`src/ccp_pwm_pkg.sv`:
```
package ccp_pwm_pkg;
    // Register byte offsets on APB
    localparam logic [7:0] OFF_MODE   = 8'h00;
    localparam logic [7:0] OFF_DUTYH  = 8'h04;
    localparam logic [7:0] OFF_SHADOW = 8'h08;
    localparam logic [7:0] OFF_LIMIT  = 8'h0c;
    localparam logic [7:0] OFF_COUNT  = 8'h10;
    localparam logic [7:0] OFF_TCTRL  = 8'h14;
    localparam logic [7:0] OFF_STATUS = 8'h18;
    localparam logic [7:0] OFF_PINDIR = 8'h1c;
    // Register index encoding
    localparam int        IDX_W      = 4;
    localparam logic [3:0] IDX_MODE   = 4'h0;
    localparam logic [3:0] IDX_DUTYH  = 4'h1;
    localparam logic [3:0] IDX_SHADOW = 4'h2;
    localparam logic [3:0] IDX_LIMIT  = 4'h3;
    localparam logic [3:0] IDX_COUNT  = 4'h4;
    localparam logic [3:0] IDX_TCTRL  = 4'h5;
    localparam logic [3:0] IDX_STATUS = 4'h6;
    localparam logic [3:0] IDX_PINDIR = 4'h7;
    localparam logic [3:0] IDX_NONE   = 4'hf;
    // Field positions
    localparam int DLOW_LSB  = 4;
    localparam int RUN_BIT   = 2;
    localparam int POST_LSB  = 3;
    localparam int PMF_BIT   = 0;
    localparam int KIND_LSB  = 4;
    // Reset values
    localparam logic [7:0] RST_BYTE   = 8'h00;
    localparam logic [7:0] RST_LIMIT  = 8'hff;
    localparam logic       RST_PINDIR = 1'b1;
    // Mode field codes
    localparam logic [3:0] MODE_OFF   = 4'h0;
    localparam logic [3:0] MODE_TOGG  = 4'h2;
    localparam logic [3:0] MODE_SET   = 4'h8;
    localparam logic [3:0] MODE_CLR   = 4'h9;
    localparam logic [3:0] MODE_SWINT = 4'ha;
    localparam logic [3:0] MODE_TRIG  = 4'hb;
    localparam logic [1:0] MODE_PWMHI = 2'h3;
    localparam logic [1:0] MODE_CAPHI = 2'h1;
    // Prescale select codes
    localparam logic [1:0] PS_DIV1    = 2'h0;
    localparam logic [1:0] PS_DIV4    = 2'h1;
    // Timing: four system clocks per counter step at 1:1
    localparam int         PRESC_W    = 6;
    typedef enum logic [2:0] {
        MK_OFF, MK_RESERVED, MK_COMPARE, MK_CAPTURE,
        MK_SWINT, MK_TRIGGER, MK_PWM
    } mode_kind_t;
endpackage

```
`src/ccp_standard_pwm.sv`:
```
`timescale 1ns/10ps
// Function
// - Counter equal to period limit clears on next step, new period.
// - Output goes high at period start unless buffered duty is zero.
// - At boundary, duty high goes to shadow, low bits to latch.
// - Duty is ten bits: duty high register plus control bits 5:4.
// - Duty writes accepted anytime, effective only from next boundary.
// - Shadow register is read-only to software in PWM mode.
// - Shadow plus two-bit latch double-buffer the duty, no glitches.
// - Time base is counter plus clock phase or prescaler bits.
// - Time base equal to shadow and latch drives output low.
// - Period is (limit+1) x 4 clocks x prescale.
// - Postscaler has no effect on the PWM period.
// - Duty beyond period never clears the output that period.
// - Prescaler divides by 1, 4 or 16.
// - Sleep freezes counter, state and output; resume on wake.
// - Reset restores all registers and puts pin in input mode.
// - Mode 0000 off and reset, 11xx PWM, 0001/0011 reserved.
// - Modes 0100 to 0111 select the four capture kinds.
// - Modes 0010, 1000, 1001 select compare toggle, set, clear.
// - Mode 1010 software interrupt, 1011 special event trigger.
// - Clearing the control register releases the output pin.
module ccp_standard_pwm (
    // Clock and reset
    input  wire logic        mclk,
    input  wire logic        rst,
    // Power management
    input  wire logic        sleep,
    // APB slave
    input  wire logic        psel,
    input  wire logic        penable,
    input  wire logic        pwrite,
    input  wire logic [7:0]  paddr,
    input  wire logic [31:0] pwdata,
    output logic [31:0]      prdata,
    output logic             pready,
    output logic             pslverr,
    // Output pin
    output logic             pwmOut,
    output logic             pwmOe
);
    import ccp_pwm_pkg::*;

    // Software visible state
    logic [7:0]         modeCtrl;
    logic [7:0]         dutyHigh;
    logic [7:0]         dutyShadow;
    logic [1:0]         dutyLatch;
    logic [7:0]         periodLimit;
    logic [7:0]         periodCounter;
    logic [6:0]         timerCtrl;
    logic               periodMatchFlag;
    logic               pinDir;
    // Time base internals
    logic [PRESC_W-1:0] prescCnt;
    logic [1:0]         lowBits;
    logic [7:0]         countAhead;
    logic [5:0]         stepMask;
    logic               running;
    logic               step;
    logic               boundary;
    logic               pwmMode;
    logic               match;
    logic [9:0]         dutyNext;
    mode_kind_t         modeKind;
    // Bus decode
    logic [IDX_W-1:0]   idx;
    logic               wrEn;
    logic               rdSetup;
    logic [31:0]        next_prdata;

    // Byte address to register index, used for both directions
    function automatic logic [IDX_W-1:0] regIndex(input logic [7:0] a);
        case (a)
            OFF_MODE:   regIndex = IDX_MODE;
            OFF_DUTYH:  regIndex = IDX_DUTYH;
            OFF_SHADOW: regIndex = IDX_SHADOW;
            OFF_LIMIT:  regIndex = IDX_LIMIT;
            OFF_COUNT:  regIndex = IDX_COUNT;
            OFF_TCTRL:  regIndex = IDX_TCTRL;
            OFF_STATUS: regIndex = IDX_STATUS;
            OFF_PINDIR: regIndex = IDX_PINDIR;
            default:    regIndex = IDX_NONE;
        endcase
    endfunction

    // Prescaler bits that extend the counter into a ten-bit base
    function automatic logic [1:0] phaseBits(
        input logic [PRESC_W-1:0] cnt,
        input logic [1:0]         sel
    );
        if (sel == PS_DIV1) begin
            phaseBits = cnt[1:0];
        end else if (sel == PS_DIV4) begin
            phaseBits = cnt[3:2];
        end else begin
            phaseBits = cnt[5:4];
        end
    endfunction

    // Mode field decode; only PWM has a datapath in this block
    always_comb begin
        case (modeCtrl[3:0])
            MODE_OFF:   modeKind = MK_OFF;
            MODE_TOGG:  modeKind = MK_COMPARE;
            MODE_SET:   modeKind = MK_COMPARE;
            MODE_CLR:   modeKind = MK_COMPARE;
            MODE_SWINT: modeKind = MK_SWINT;
            MODE_TRIG:  modeKind = MK_TRIGGER;
            default: begin
                if (modeCtrl[3:2] == MODE_PWMHI) begin
                    modeKind = MK_PWM;
                end else if (modeCtrl[3:2] == MODE_CAPHI) begin
                    modeKind = MK_CAPTURE;
                end else begin
                    modeKind = MK_RESERVED;
                end
            end
        endcase
    end

    assign pwmMode = (modeKind == MK_PWM);

    // Bus strobes: the slave answers in the first access cycle
    assign idx     = regIndex(paddr);
    assign wrEn    = psel && penable && pready && pwrite;
    assign rdSetup = psel && !penable;

    // Step every 4 x prescale clocks; postscaler bits never enter here
    always_comb begin
        if (timerCtrl[1:0] == PS_DIV1) begin
            stepMask = 6'h03;
        end else if (timerCtrl[1:0] == PS_DIV4) begin
            stepMask = 6'h0f;
        end else begin
            stepMask = 6'h3f;
        end
    end

    assign running  = timerCtrl[RUN_BIT] && !sleep;
    assign step     = running && ((prescCnt & stepMask) == stepMask);
    assign boundary = step && (periodCounter == periodLimit);
    // Look one clock ahead: the pin is a flop, so deciding on the current
    // base would hold it high one clock too long for every duty value
    assign lowBits  = phaseBits(PRESC_W'(prescCnt + 1'b1),
                                timerCtrl[1:0]);
    assign countAhead = boundary ? RST_BYTE :
                        step ? periodCounter + 8'h01 : periodCounter;
    // Ten-bit duty from duty high and control bits 5:4
    assign dutyNext = {dutyHigh, modeCtrl[DLOW_LSB +: 2]};
    // Compare against the buffered copy, never the live registers
    assign match    = pwmMode && running &&
                      ({countAhead, lowBits} ==
                       {dutyShadow, dutyLatch});

    // Prescaler; restarts on timer control writes so steps stay whole
    always_ff @(posedge mclk or posedge rst) begin
        if (rst) begin
            prescCnt <= '0;
        end else if (wrEn && idx == IDX_TCTRL) begin
            prescCnt <= '0;
        end else if (running) begin
            prescCnt <= prescCnt + 1'b1;
        end
    end

    // Period counter; software writes win over counting
    always_ff @(posedge mclk or posedge rst) begin
        if (rst) begin
            periodCounter <= RST_BYTE;
        end else if (wrEn && idx == IDX_COUNT) begin
            periodCounter <= pwdata[7:0];
        end else if (boundary) begin
            periodCounter <= RST_BYTE;
        end else if (step) begin
            periodCounter <= periodCounter + 1'b1;
        end
    end

    // Control and duty registers, taken at any time
    always_ff @(posedge mclk or posedge rst) begin
        if (rst) begin
            modeCtrl    <= RST_BYTE;
            dutyHigh    <= RST_BYTE;
            periodLimit <= RST_LIMIT;
            timerCtrl   <= '0;
            pinDir      <= RST_PINDIR;
        end else if (wrEn) begin
            case (idx)
                IDX_MODE:   modeCtrl    <= {2'h0, pwdata[5:0]};
                IDX_DUTYH:  dutyHigh    <= pwdata[7:0];
                IDX_LIMIT:  periodLimit <= pwdata[7:0];
                IDX_TCTRL:  timerCtrl   <= pwdata[6:0];
                IDX_PINDIR: pinDir      <= pwdata[0];
                default:    pinDir      <= pinDir;
            endcase
        end
    end

    // Duty buffer: loads at each boundary in PWM mode, frozen in sleep by step
    always_ff @(posedge mclk or posedge rst) begin
        if (rst) begin
            dutyShadow <= RST_BYTE;
            dutyLatch  <= '0;
        end else if (modeKind == MK_OFF) begin
            dutyShadow <= RST_BYTE;
            dutyLatch  <= '0;
        end else if (pwmMode && boundary) begin
            dutyShadow <= dutyHigh;
            dutyLatch  <= modeCtrl[DLOW_LSB +: 2];
        end else if (!pwmMode && wrEn && idx == IDX_SHADOW) begin
            dutyShadow <= pwdata[7:0];
        end
    end

    // Pin level: set at boundary, clear on match; set wins if both
    always_ff @(posedge mclk or posedge rst) begin
        if (rst) begin
            pwmOut <= 1'b0;
        end else if (!pwmMode) begin
            pwmOut <= 1'b0;
        end else if (boundary) begin
            pwmOut <= (dutyNext != 10'h000);
        end else if (match) begin
            pwmOut <= 1'b0;
        end
    end

    // Driver enable: PWM mode and direction bit cleared by software
    always_ff @(posedge mclk or posedge rst) begin
        if (rst) begin
            pwmOe <= 1'b0;
        end else begin
            pwmOe <= pwmMode && !pinDir;
        end
    end

    // Period match flag: write one to clear, a new match wins
    always_ff @(posedge mclk or posedge rst) begin
        if (rst) begin
            periodMatchFlag <= 1'b0;
        end else if (boundary) begin
            periodMatchFlag <= 1'b1;
        end else if (wrEn && idx == IDX_STATUS && pwdata[PMF_BIT]) begin
            periodMatchFlag <= 1'b0;
        end
    end

    // Read data mux, sampled in the setup cycle
    always_comb begin
        next_prdata = '0;
        case (idx)
            IDX_MODE:   next_prdata[7:0] = modeCtrl;
            IDX_DUTYH:  next_prdata[7:0] = dutyHigh;
            IDX_SHADOW: next_prdata[7:0] = dutyShadow;
            IDX_LIMIT:  next_prdata[7:0] = periodLimit;
            IDX_COUNT:  next_prdata[7:0] = periodCounter;
            IDX_TCTRL:  next_prdata[6:0] = timerCtrl;
            IDX_STATUS: begin
                next_prdata[PMF_BIT] = periodMatchFlag;
                next_prdata[KIND_LSB +: 3] = modeKind;
            end
            IDX_PINDIR: next_prdata[0] = pinDir;
            default:    next_prdata = '0;
        endcase
    end

    // APB answer: ready in the first access cycle, error if unmapped
    always_ff @(posedge mclk or posedge rst) begin
        if (rst) begin
            pready  <= 1'b0;
            pslverr <= 1'b0;
            prdata  <= '0;
        end else begin
            pready  <= rdSetup;
            pslverr <= rdSetup && (idx == IDX_NONE);
            if (rdSetup && !pwrite) begin
                prdata <= next_prdata;
            end
        end
    end
endmodule // ccp_standard_pwm

```
`config.mk`:
```
export PLATFORM = sky130hd
export DESIGN_NAME = ccp_standard_pwm
export DESIGN_NICKNAME = d
export VERILOG_FILES = /design/src/ccp_pwm_pkg.sv /design/src/ccp_standard_pwm.sv
export SDC_FILE = /design/constraint.sdc
export NUM_CORES = 1
export LEC_CHECK = 0
export BUFFER_PORTS_ARGS = -buffer_cell sky130_fd_sc_hd__buf_2
export CAP_MARGIN = 20
export CORE_UTILIZATION = 45
export DETAILED_ROUTE_END_ITERATION = 8
export MAX_ROUTING_LAYER = met4
export PLACE_DENSITY = 0.69
export SLEW_MARGIN = 25
export SYNTH_ARGS = -nofsm -noshare
export SYNTH_HDL_FRONTEND = slang
export SYNTH_SLANG_ARGS = --single-unit
```
`constraint.sdc`:
```
create_clock -name mclk -period 3.5 [get_ports mclk]
set_clock_uncertainty 0.2 [all_clocks]
set_input_delay 1.05 -clock mclk [delete_from_list [all_inputs] [get_ports mclk]]
set_output_delay 1.05 -clock mclk [all_outputs]
set_load 0.02 [all_outputs]
```
==> impl_results.md <==
* HPWL after detailed placement at 7.59 mm
* Post-route ant nets at 0
* Rel. slew slack at 26.9%
* Hold Path Cell Cnt at 2
* Register area share after synthesis at 42.2%
* RePlAce Congestion at 0.962
* # IOs at 82
* RSZ-0062 raised after global routing: no
* CTS Sinks at 67
* CP peak stage delay at 0.49 ns
* Crit Path Max Fanout at 4
* Top cells by area, synth: dfrtp_1, mux2_2, dfstp_2, xnor2_1, buf_4
* Synthesis-to-layout area growth at 12.1%
* TritonRoute pass-1 iters at 5
* Vias in the first global route at 3059
* Setup tns final at 0 ns
* Synth Instances at 388
* Fin nets at 475
* CTS tree: built
* Row Count at 34
* Reg-to-reg startpoint: prescCnt[0]
* Max Cap Viol at 0
* Critical path buffers and inverters at 1
* Synth unique cells at 59
* Status: completed
* Multi-input gate area in the final layout at 0.00210 mm^2
* Clock Latency Late Sink at 0.35 ns
* P per Cell Area at 368 mW/mm^2
* Hold buffers post-CTS at 0
* Post-CTS setup repair buffer count at 0
* Tightest Pin Transition at 1.09 ns
* Largest net degree at the start of global routing at 44
* Worst min-delay path class: flop to flop
* Initial DRC count at 269
* Final min period at 3.05 ns
* WL final at 10.3 mm
* Port bufs at 33
* Diodes inserted at 0
* Worst reg-to-reg setup slack at 0.72 ns
* Initial Util at 46.1%
* Fin. max-slew vios at 0
* Vias per cell at 5.91
* CTS clk-pin slew, worst paths at 0.07 ns
* CP max-delay cell: or3_1
* Final Instance Count excl. Fillers at 540
* CTS Root Cell: clkbuf_8
* First-pass GRT wire length at 16.3 mm
* Die area at 0.00927 mm^2
* Wirelength per Cell at 19.1 um
* Remaining DRCs at 0
* Avg Synthesized Cell Area at 10.3 um^2
* Leak at 2.09 nW
* Post-synth EDFFs at 0
* Synth top area share at 36.3%
* Most common cell after layout, fill and taps aside: dfrtp_1
* Core Footprint at 0.00868 mm^2
* Sequential cell area at 0.00169 mm^2
* Post-route cell area at 0.00448 mm^2
* Final hold vios at 0
* Setup crit end kind: flop
* Share of layout cells above drive strength 1 at 28.0%
* Delay-heaviest family, CP: simple AND/OR/NAND/NOR gates
* Setup-failing EPs final at 0
* R2R cell count at 8
* Min Hold Slack at 0.275 ns
* Fill cell count at 789
* Placed cells at 524
* Post-layout util at 51.7%
* Crit path DAT at 3.05 ns
* Seq cells post-synth at 67
* Ys async rst share at 100%
* Cell Chain, Critical Path: buf_2, nand3b_2, or3_1, nor3_2, or3_1, o2111ai_1, nor4_1, a31oi_1
* Commonest non-fill, non-tap cells in the layout: dfrtp_1, mux2_2, buf_2, nor2_1, conb_1
* CP Class: primary input to flop
* Via count at 3194
* CP required at 3.51 ns
* Post-Syn Area at 0.00400 mm^2
* Max Clk Rate at 0.328 GHz
* Startpoint types: primary input
* Clk buf depth at 2
* Post-synth top flop: dfrtp_1
* Peak VDD IR at 0.155 mV
* Post-cts sizing count at 0
* GRT Total Usage at 25.0%
* Period utilization at 87.0%
* Grt total ovfl at 0
* CTS Buf Count at 9
* Critical R2R Capture: pwmOut
* Chip width at 96.3 um
* Antenna violations before repair at 0
* Synth area leader: dfrtp_1
* DP Area at 0.00426 mm^2
* Min-delay src: prdata[2]
* WHS Endpoint: prdata[2]
* Synth warn at 0
* Die Ht at 96.3 um
* CP dominant cell by count: or3_1
* CTS H-tree depth at 3
## kinds of logic after synthesis
family	share of synthesized area, %
buffers and inverters	7.57
other	0.0937
flip-flops	42.2
AO/OA/AOI/OAI	12.9
AND/OR/NAND/NOR	15.0
multiplexers	15.2
XOR/XNOR	6.35
adder cells (fa/ha/maj)	0.625
## through the flow
step / total power [mW] / setup slack [ns]
detailed placement: 0.935 / 0.115
global route: 1.72 / 0.355
floorplan: 0.910 / 0.310
CTS: 1.67 / 0.481
finish: 1.65 / 0.454
global placement: 0.932 / 0.201
## synthesized netlist by cell type, types with 8 or more instances
cell and number:
xor2_1 8, dfstp_2 9, nand3_1 11, mux2_2 35, xnor2_1 21, mux2i_1 12
o21ai_0 19, a221oi_1 16, buf_2 8, buf_4 24, nand2_1 23, clkbuf_1 11
dfrtp_1 58, nor2_1 32
## state kept, by name (all words and copies together) (netlist names), 6 cells and up
| signal | count |
|---|---|
| timerCtrl | 7 |
| periodLimit | 8 |
| modeCtrl | 6 |
| periodCounter | 8 |
| prescCnt | 6 |
| prdata | 8 |
| dutyShadow | 8 |
| dutyHigh | 8 |
## area by class of cell
cell class                      instances  area share (%)
Timing Repair Buffer                   51            7.25
Clock inverter                          6            1.95
Clock buffer                           10            3.07
Sequential cell                        67            37.6
Inverter                                4           0.335
Tap cell                              108            3.01
Multi-Input combinational cell        294            46.7
## power by group
group	switching (mW)	internal, mW
registers	0.00663	0.785
logic	0.0912	0.0374
clock network	0.307	0.422
## layer usage
layer  part of all wire (%)  track usage (%)  vias up
li1                       -                -     1444
met1                     44             31.4     1581
met2                     46             38.2      138
met3                    6.5             5.61       31
met4                    3.7             11.6        0
met5                      0                -        -
## worst max path at each step
stage                     startpoint       endpoint  cells past startpoint
after detailed placement       sleep         pwmOut                      8
after CTS                      sleep         pwmOut                      8
after global placement         sleep         pwmOut                      8
final                          sleep         pwmOut                      8
after floorplan                sleep  dutyShadow[0]                      8
after global routing           sleep         pwmOut                      8
## worst reg2reg max path, cell delays in order, from the launching register on
cell and delay [ns]:
dfrtp_1 0.39, ha_1 0.25, nand3b_2 0.11, or3_1 0.49, nor3_2 0.33, or3_1 0.16, o2111ai_1 0.11, nor4_1 0.43
a31oi_1 0.16
No activity file was read; power rests on OpenSTA's default activity.
